`src/shared/link_status_pkg.sv`:
```
// Package with offsets, field layout and carrier types of the serial input status bank.
package link_status_pkg;

  localparam int NUM_CHAN = 4;
  localparam int LANES_PER_CHAN = 3;
  localparam int NUM_LANES = 12;
  localparam int TALLY_W = 20;
  localparam int ADDR_W = 5;
  localparam int DATA_W = 32;

  localparam logic [ADDR_W-1:0] OFF_CHAN_STATE = 5'h00;
  localparam logic [ADDR_W-1:0] OFF_LANE_FLAGS = 5'h04;
  localparam logic [ADDR_W-1:0] OFF_FAULT_TALLY = 5'h08;
  localparam logic [ADDR_W-1:0] OFF_TALLY_CLEAR = 5'h0C;
  localparam logic [ADDR_W-1:0] OFF_IRQ_STATUS = 5'h10;
  localparam logic [ADDR_W-1:0] OFF_IRQ_MASK = 5'h14;

  localparam int BIT_USER_UNLOCKED = 4;
  localparam int BIT_PLL_LOCKED = 5;
  localparam int BIT_TALLY_CLEAR = 0;
  localparam int CHAN_STATE_W = 6;

  localparam int IRQ_W = 6;
  localparam int IRQ_CHAN_DOWN_LSB = 0;
  localparam int IRQ_USER_UNLOCK = 4;
  localparam int IRQ_SOFT_FAULT = 5;

  localparam logic [DATA_W-1:0] REG_RESET = 32'h0000_0000;

  typedef struct packed {
    logic pll_locked;
    logic user_unlocked;
    logic [NUM_CHAN-1:0] chan_up;
  } chan_state_t;

  typedef struct packed {
    logic [NUM_CHAN-1:0][LANES_PER_CHAN-1:0] lane_up;
    logic [NUM_CHAN-1:0] chan_up;
    logic user_clk_locked;
    logic pll_locked;
    logic fault_toggle;
  } link_pins_t;

  function automatic int lane_bit(input int chan, input int lane);
    return LANES_PER_CHAN * chan + lane;
  endfunction

endpackage
```
`src/design/fault_tally.sv`:
```
// Saturating event counter with a synchronous clear.
`timescale 1ns/1ps
`default_nettype none
module fault_tally #(
  parameter int W = 20
) (
  input wire logic clk,
  input wire logic srst,
  input wire logic inc,
  input wire logic clr,
  output logic [W-1:0] count
);
  logic [W-1:0] count_q;

  // An event in the clear cycle is counted, so nothing is lost at the clear.
  // Saturation keeps a flood of errors from wrapping to a small number.
  always_ff @(posedge clk) begin
    if (srst) begin
      count_q <= '0;
    end else if (clr) begin
      count_q <= inc ? W'(1) : '0;
    end else if (inc && count_q != '1) begin
      count_q <= count_q + W'(1);
    end
  end

  assign count = count_q;
endmodule
`default_nettype wire

```
`src/design/serial_link_status.sv`:
```
// Status bank of the multi-lane serial input with an Avalon-MM slave and interrupt.
//
// Local design decisions: the Avalon-MM interface to the registers and the register offsets.
`timescale 1ns/1ps
`default_nettype none

// Function
// RULE_01 Bits 0 to 3 of the channel state register show each input channel as up (1) or down (0).
// RULE_02 Bit 4 of the channel state register is 1 while the user clock is unlocked, 0 when locked.
// RULE_03 Bit 5 of the channel state register is 1 while the first transceiver PLL is locked.
// RULE_04 The lane register holds one up flag for each of the twelve lanes; bits 31 to 12 read 0.
// RULE_05 The flag of lane L of channel C sits at bit 3*C+L of the lane register.
// RULE_06 Soft errors of channel 0 are counted in a 20-bit read-only field in bits 19 to 0.
// RULE_07 Writing 1 to the clear control zeroes all soft error counters; the bit reads back 0. A soft error in the clear cycle leaves the count at 1.
// RULE_08 Writes to status registers are ignored, unused bits read 0 and all fields reset to 0; bit 4 reads 1 after reset while the user clock is unlocked.
module serial_link_status (
  input wire logic clk,
  input wire logic srst,
  input wire logic [link_status_pkg::ADDR_W-1:0] address,
  input wire logic read,
  input wire logic write,
  input wire logic [link_status_pkg::DATA_W-1:0] writedata,
  input wire logic [3:0] byteenable,
  output logic [link_status_pkg::DATA_W-1:0] readdata,
  output logic waitrequest,
  input wire link_status_pkg::link_pins_t link_pins,
  output logic irq
);
  import link_status_pkg::*;

  // ---------------------------------------------------------------
  // Pin synchronisation
  // ---------------------------------------------------------------
  localparam int PINS_W = $bits(link_pins_t);

  logic [PINS_W-1:0] pins_raw;
  logic [PINS_W-1:0] pins_sync;
  link_pins_t pins_s;

  assign pins_raw = link_pins;

  sync_bits #(
    .W(PINS_W)
  ) u_sync (
    .clk(clk),
    .srst(srst),
    .d(pins_raw),
    .q(pins_sync)
  );

  assign pins_s = link_pins_t'(pins_sync);

  // ---------------------------------------------------------------
  // Status fields
  // ---------------------------------------------------------------
  chan_state_t chan_reg;
  logic [NUM_LANES-1:0] lane_reg;

  // The synchroniser resets to zero, so every field but the inverted user clock flag (bit 4) reads 0 after reset.
  always_comb begin
    chan_reg.chan_up = pins_s.chan_up; // RULE_01
    chan_reg.user_unlocked = ~pins_s.user_clk_locked; // RULE_02
    chan_reg.pll_locked = pins_s.pll_locked; // RULE_03
  end

  // The unlock flag is forced low only under reset, so bit 4 reads 1 after reset while the user clock is unlocked.
  logic unlock_ok_q;

  always_ff @(posedge clk) begin
    if (srst) begin
      unlock_ok_q <= 1'b0;
    end else begin
      unlock_ok_q <= 1'b1;
    end
  end

  always_comb begin
    lane_reg = '0;
    for (int c = 0; c < NUM_CHAN; c++) begin
      for (int l = 0; l < LANES_PER_CHAN; l++) begin
        lane_reg[lane_bit(c, l)] = pins_s.lane_up[c][l]; // RULE_04 RULE_05
      end
    end
  end

  // ---------------------------------------------------------------
  // Bus handshake
  // ---------------------------------------------------------------
  logic req;
  logic ack_q;
  logic wr_acc;
  logic rd_acc;

  assign req = read | write;
  // Every access is answered one cycle after it is presented.
  assign waitrequest = req & ~ack_q;
  assign wr_acc = write & ack_q;
  assign rd_acc = read & ack_q;

  always_ff @(posedge clk) begin
    if (srst) begin
      ack_q <= 1'b0;
    end else begin
      ack_q <= req & ~ack_q;
    end
  end

  // ---------------------------------------------------------------
  // Soft error tally
  // ---------------------------------------------------------------
  logic toggle_prev_q;
  logic fault_ev;
  logic tally_clr;
  logic [TALLY_W-1:0] tally;

  always_ff @(posedge clk) begin
    if (srst) begin
      toggle_prev_q <= 1'b0;
    end else begin
      toggle_prev_q <= pins_s.fault_toggle;
    end
  end

  // The far side flips its toggle once per soft error, which crosses safely.
  assign fault_ev = pins_s.fault_toggle ^ toggle_prev_q;
  assign tally_clr = wr_acc && address == OFF_TALLY_CLEAR && byteenable[0]
                     && writedata[BIT_TALLY_CLEAR]; // RULE_07

  fault_tally #(
    .W(TALLY_W)
  ) u_tally (
    .clk(clk),
    .srst(srst),
    .inc(fault_ev),
    .clr(tally_clr),
    .count(tally)
  ); // RULE_06

  // ---------------------------------------------------------------
  // Interrupts
  // ---------------------------------------------------------------
  logic [NUM_CHAN-1:0] chan_prev_q;
  logic locked_prev_q;
  logic [IRQ_W-1:0] events;
  logic [IRQ_W-1:0] w1c;
  logic [IRQ_W-1:0] irq_stat_q;
  logic [IRQ_W-1:0] irq_stat_d;
  logic [IRQ_W-1:0] irq_mask_q;

  always_ff @(posedge clk) begin
    if (srst) begin
      chan_prev_q <= '0;
      locked_prev_q <= 1'b0;
    end else begin
      chan_prev_q <= pins_s.chan_up;
      locked_prev_q <= pins_s.user_clk_locked;
    end
  end

  always_comb begin
    events = '0;
    events[IRQ_CHAN_DOWN_LSB +: NUM_CHAN] = chan_prev_q & ~pins_s.chan_up;
    events[IRQ_USER_UNLOCK] = locked_prev_q & ~pins_s.user_clk_locked;
    events[IRQ_SOFT_FAULT] = fault_ev;
  end

  always_comb begin
    w1c = '0;
    if (wr_acc && address == OFF_IRQ_STATUS && byteenable[0]) begin
      w1c = writedata[IRQ_W-1:0];
    end
  end

  // A new event in the cycle of its clear wins over the clear.
  assign irq_stat_d = (irq_stat_q & ~w1c) | events;

  always_ff @(posedge clk) begin
    if (srst) begin
      irq_stat_q <= '0;
    end else begin
      irq_stat_q <= irq_stat_d;
    end
  end

  always_ff @(posedge clk) begin
    if (srst) begin
      irq_mask_q <= '0;
    end else if (wr_acc && address == OFF_IRQ_MASK && byteenable[0]) begin
      irq_mask_q <= writedata[IRQ_W-1:0];
    end
  end

  assign irq = |(irq_stat_q & irq_mask_q);

  // ---------------------------------------------------------------
  // Read mux
  // ---------------------------------------------------------------
  logic [DATA_W-1:0] rdata_d;
  logic [DATA_W-1:0] rdata_q;
  chan_state_t chan_view;

  always_comb begin
    chan_view = chan_reg;
    chan_view.user_unlocked = chan_reg.user_unlocked & unlock_ok_q;
  end

  // Status registers have no write path, so writes to them fall away.
  always_comb begin
    rdata_d = REG_RESET; // RULE_08
    case (address)
      OFF_CHAN_STATE: rdata_d[CHAN_STATE_W-1:0] = chan_view; // RULE_01 RULE_02 RULE_03
      OFF_LANE_FLAGS: rdata_d[NUM_LANES-1:0] = lane_reg; // RULE_04
      OFF_FAULT_TALLY: rdata_d[TALLY_W-1:0] = tally; // RULE_06
      OFF_TALLY_CLEAR: rdata_d = REG_RESET; // RULE_07
      OFF_IRQ_STATUS: rdata_d[IRQ_W-1:0] = irq_stat_q;
      OFF_IRQ_MASK: rdata_d[IRQ_W-1:0] = irq_mask_q;
      default: rdata_d = REG_RESET;
    endcase
  end

  always_ff @(posedge clk) begin
    if (srst) begin
      rdata_q <= REG_RESET;
    end else if (read && !ack_q) begin
      rdata_q <= rdata_d;
    end
  end

  assign readdata = rdata_q;
endmodule
`default_nettype wire

```
`src/design/sync_bits.sv`:
```
// Two flip-flop synchroniser for a bundle of independent levels.
`timescale 1ns/1ps
`default_nettype none
module sync_bits #(
  parameter int W = 1
) (
  input wire logic clk,
  input wire logic srst,
  input wire logic [W-1:0] d,
  output logic [W-1:0] q
);
  logic [W-1:0] first_q;
  logic [W-1:0] second_q;

  // Each bit is a level on its own; bits of a bundle may land one cycle apart.
  always_ff @(posedge clk) begin
    if (srst) begin
      first_q <= '0;
      second_q <= '0;
    end else begin
      first_q <= d;
      second_q <= first_q;
    end
  end

  assign q = second_q;
endmodule
`default_nettype wire

```
`config.mk`:
```
export PLATFORM = sky130hd
export DESIGN_NAME = serial_link_status
export DESIGN_NICKNAME = d
export VERILOG_FILES = /design/src/shared/link_status_pkg.sv /design/src/design/fault_tally.sv /design/src/design/serial_link_status.sv /design/src/design/sync_bits.sv
export SDC_FILE = /design/constraint.sdc
export NUM_CORES = 1
export LEC_CHECK = 0
export ABC_AREA = 1
export BUFFER_PORTS_ARGS = -buffer_cell sky130_fd_sc_hd__buf_2
export CAP_MARGIN = 15
export CORE_ASPECT_RATIO = 1.1
export CORE_MARGIN = 2
export CORE_UTILIZATION = 49
export DETAILED_ROUTE_END_ITERATION = 16
export PLACE_DENSITY = 0.85
export SYNTH_ARGS = -nofsm -noshare
export SYNTH_HDL_FRONTEND = slang
export SYNTH_SLANG_ARGS = --single-unit
```
`constraint.sdc`:
```
create_clock -name clk -period 1.5 [get_ports clk]
set_input_delay 0.3 -clock clk [delete_from_list [all_inputs] [get_ports clk]]
set_output_delay 0.3 -clock clk [all_outputs]
set_load 0.05 [all_outputs]
```
==> report_table.html <==
<table>
<tr><th>Metric</th><th>Value</th></tr>
<tr><th colspan="2">Timing</th></tr>
<tr><td>Final number of max-transition violations</td><td>0</td></tr>
<tr><td>Pin slew with the least headroom to its limit</td><td>0.774 ns</td></tr>
<tr><td>Headroom to the max-slew limit</td><td>48.2%</td></tr>
<tr><td>Tmin final</td><td>1.62 ns</td></tr>
<tr><td>Period Utilization, post-route</td><td>108%</td></tr>
<tr><td>Final Hold Fails</td><td>0</td></tr>
<tr><td>Clock skew</td><td>0.0134 ns</td></tr>
<tr><td>Setup violators final</td><td>1</td></tr>
<tr><td>Unrepaired setup endpoints after global routing</td><td>true</td></tr>
<tr><td>Peak Freq</td><td>617 MHz</td></tr>
<tr><td>Worst hold margin</td><td>0.119 ns</td></tr>
<tr><td>Fin worst setup slack</td><td>-0.120 ns</td></tr>
<tr><th colspan="2">Global routing</th></tr>
<tr><td>First-pass GRT wire length</td><td>18,300 um</td></tr>
<tr><td>Remaining Overflow, GRT</td><td>0</td></tr>
<tr><td>GRT Total Usage</td><td>24.0%</td></tr>
<tr><td>Maximum number of pins on one net before global-route repair</td><td>67</td></tr>
<tr><td>Antenna violations before repair</td><td>0</td></tr>
<tr><td>Number of global-route vias before repair</td><td>4,020</td></tr>
<tr><th colspan="2">Critical path</th></tr>
<tr><td>Kind of start point of the critical path</td><td>flip-flop</td></tr>
<tr><td>Crit path kind</td><td>reg2out</td></tr>
<tr><td>Data required, critical path</td><td>1.20 ns</td></tr>
<tr><td>Worst Setup End Kind</td><td>output port</td></tr>
<tr><td>R2r worst-path depth</td><td>8</td></tr>
<tr><td>Largest driver fanout on the critical path</td><td>3</td></tr>
<tr><td>Worst Path Arrival</td><td>1.32 ns</td></tr>
<tr><th colspan="2">Synthesis</th></tr>
<tr><td>Cells after synthesis</td><td>624</td></tr>
<tr><td>Mapped cell area</td><td>4380 um2</td></tr>
<tr><td>Avg Inst Size Synth</td><td>7.02 um2</td></tr>
<tr><td>Number of synthesized register bits</td><td>98</td></tr>
<tr><td>Count of synthesis-stage warnings from yosys</td><td>0</td></tr>
<tr><td>Number of distinct library cells after synthesis</td><td>32</td></tr>
<tr><td>Sequential element share of the synthesized area</td><td>44.8%</td></tr>
<tr><th colspan="2">Cells and area</th></tr>
<tr><td>Number of cells in the finished layout apart from fillers</td><td>837</td></tr>
<tr><td>Layout cell share with drive strength beyond 1</td><td>25.4%</td></tr>
<tr><td>Synth-to-layout area growth</td><td>25.7%</td></tr>
<tr><td>Final cell area excluding filler cells</td><td>5510 um2</td></tr>
<tr><td>Number of inserted diodes</td><td>0</td></tr>
<tr><td>Most common library cell in the layout ignoring fill and taps</td><td>nand2_1</td></tr>
<tr><td>Nets</td><td>783</td></tr>
<tr><td>Highest-count cells in the layout ignoring fill and taps</td><td>nand2_1 (106), inv_1 (93), nor2_1 (90)</td></tr>
<tr><th colspan="2">Power and ir drop</th></tr>
<tr><td>Total power density per cell area</td><td>948 nW/um2</td></tr>
<tr><td>Maximum resistive drop on vdd</td><td>0.000766 V</td></tr>
<tr><td>Leak</td><td>2.50 nW</td></tr>
<tr><th colspan="2">Routing</th></tr>
<tr><td>Per-cell routed wire length</td><td>13.9 um</td></tr>
<tr><td>ANT nets after route</td><td>0</td></tr>
<tr><td>Mean number of vias per cell</td><td>5.35</td></tr>
<tr><td>Final Routed Wirelength</td><td>11,600 um</td></tr>
<tr><td>Overall via count from detail_route</td><td>4,481</td></tr>
<tr><td>First-iteration detailed-routing DRC count</td><td>317</td></tr>
<tr><td>DRT Pass-1 Iters</td><td>7</td></tr>
<tr><td>Residual DRC</td><td>0</td></tr>
<tr><th colspan="2">CTS</th></tr>
<tr><td>Clock Pin Slew Worst Setup and Hold Paths</td><td>0.11 ns</td></tr>
<tr><td>Root buffer cell</td><td>clkbuf_8</td></tr>
<tr><td>Number of buffers on the longest clock path</td><td>2</td></tr>
<tr><td>CTS sink cnt</td><td>98</td></tr>
<tr><td>Num CTS Buffers</td><td>9</td></tr>
<tr><td>Clock latency of the later-clocked register in the worst-skew pair</td><td>0.37 ns</td></tr>
<tr><td>H-Tree Level Count</td><td>3</td></tr>
<tr><td>TritonCTS clock tree</td><td>done</td></tr>
<tr><th colspan="2">Run status</th></tr>
<tr><td>Violations in the final reports</td><td>setup timing</td></tr>
<tr><td>Outcome</td><td>finished with violations</td></tr>
<tr><th colspan="2">Floorplanning</th></tr>
<tr><td>DIE HEIGHT</td><td>103 um</td></tr>
<tr><td>Area of the placeable core</td><td>8780 um2</td></tr>
<tr><td>Cell row count</td><td>36</td></tr>
<tr><td>Die W</td><td>94.2 um</td></tr>
<tr><td>Area of the die</td><td>9720 um2</td></tr>
<tr><td>Ports</td><td>98</td></tr>
<tr><td>Effective utilization at floorplan</td><td>49.9%</td></tr>
<tr><th colspan="2">Hold path</th></tr>
<tr><td>Path class of the lowest-slack min-delay path</td><td>in2reg</td></tr>
<tr><td>Hold depth</td><td>3</td></tr>
<tr><th colspan="2">Place</th></tr>
<tr><td>Final estimated routing congestion in global placement</td><td>0.946</td></tr>
<tr><td>Placed Area</td><td>5020 um2</td></tr>
<tr><td>Estimated wirelength of the detail-placed design</td><td>7930 um</td></tr>
<tr><td>Cell Count Post-Placement</td><td>815</td></tr>
<tr><td>Buffers added on ports</td><td>56</td></tr>
<tr><th colspan="2">Flow run</th></tr>
<tr><td>Max-cap check violation count</td><td>0</td></tr>
</table>
-- Yosys cell counts --
cell type,instances,area [um2]
nand3_1,50,250
buf_2,8,40.0
nor3_1,6,30.0
nor2_4,1,11.3
buf_8,1,15.0
clkbuf_1,11,41.3
conb_1,1,3.75
a211oi_1,1,7.51
nand2_4,2,22.5
clkinv_1,2,7.51
buf_1,3,11.3
inv_1,93,349
buf_4,13,97.6
nor2_1,98,368
xor2_1,4,35.0
a21oi_1,33,165
nor3_2,2,20.0
inv_2,1,3.75
nand2_2,1,6.26
dfxtp_1,98,1960
nand2_1,114,428
nand4_1,32,200
a221oi_1,1,8.76
and2_1,2,12.5
o21ai_1,4,20.0
nor2_2,2,12.5
a21oi_2,1,8.76
nand3_2,3,30.0
o211ai_1,6,45.0
nand3_4,1,17.5
ha_1,1,12.5
o21ai_0,28,140
-- layout make-up --
cell class              instances  area [um2]
repair buffers                108         717
inverters                      96         360
well taps                     114         143
clock buffers                   9         124
fillers                       714        3270
flip-flops and latches         98        1980
clock inverters                 7        95.1
multi-input cells             405        2090
-- repair_timing --
| item | CTS | global route |
|---|---|---|
| setup buffers | 3 | 2 |
| gates resized for setup | 17 | 52 |
| cloned | 0 | 1 |
| hold buffers | 0 | 0 |
| setup endpoints to repair | 16 | 27 |
| pin swaps | 3 | 17 |
-- kinds of logic (layout without fill, tap and decap cells) --
logic type | Yosys count | count (layout) | share of synthesized area (%)
compound gates | 74 | 74 | 9.02
simple gates | 314 | 314 | 32.1
xor+xnor | 4 | 4 | 0.799
other cells | 1 | 12 | 0.0856
buf+inv | 132 | 220 | 12.9
fa+ha+maj | 1 | 1 | 0.285
flops | 98 | 98 | 44.8
-- report_power, final --
part	total, mW	internal, mW	switching [mW]	leakage, nW
combinational	0.623	0.185	0.437	1.58
clock	1.85	0.820	1.03	0.111
sequential	2.75	2.70	0.0499	0.808
total	5.23	3.71	1.52	2.50
-- critical path, cell delays in order, from the launching register on --
cell	delay [ns]
dfxtp_2	0.35
nand2_2	0.08
nand2_2	0.06
a221oi_2	0.16
nand3_1	0.14
buf_6	0.18
-- routing by layer --
metal / vias to the layer above / track usage [%] / wire length [um]
li1: 2150 / - / -
met1: 2042 / 27.3 / 4390
met2: 243 / 44.7 / 5910
met3: 46 / 4.35 / 842
met4: 0 / 8.92 / 473
met5: - / 0 / 0
-- path summary, 6_finish.rpt --
path                     startpoint                  to  slack (ns)
setup / recovery      irq_stat_q[3]                 irq       -0.12
hold / removal        link_pins[17]  u_sync.first_q[17]        0.12
setup reg to reg   u_tally.count[0]    u_tally.count[6]           0
hold reg to reg   u_sync.first_q[3]         u_sync.q[3]        0.41
-- stage by stage --
stage                     setup TNS (ns)  setup WS (ns)  utilization (%)  power, mW
final                             -0.120         -0.120             62.7       5.23
after global routing              -0.864         -0.201             62.7       5.42
after CTS                        -0.0999        -0.0999             60.4       5.21
after detailed placement           -1.23         -0.227             57.1       3.38
after global placement            -0.194        -0.0483             57.1       3.36
after floorplan                        0        0.00876                -       3.22
-- sequential cells by signal, indices dropped and copies added, names as in the netlist --
name	cells
readdata	20
u_tally.count	20
u_sync.first_q	19
u_sync.q	19
irq_mask_q	6
irq_stat_q	6
chan_prev_q	4
ack_q	1
locked_prev_q	1
toggle_prev_q	1
unlock_ok_q	1
Power figures use the tool's default switching activity.
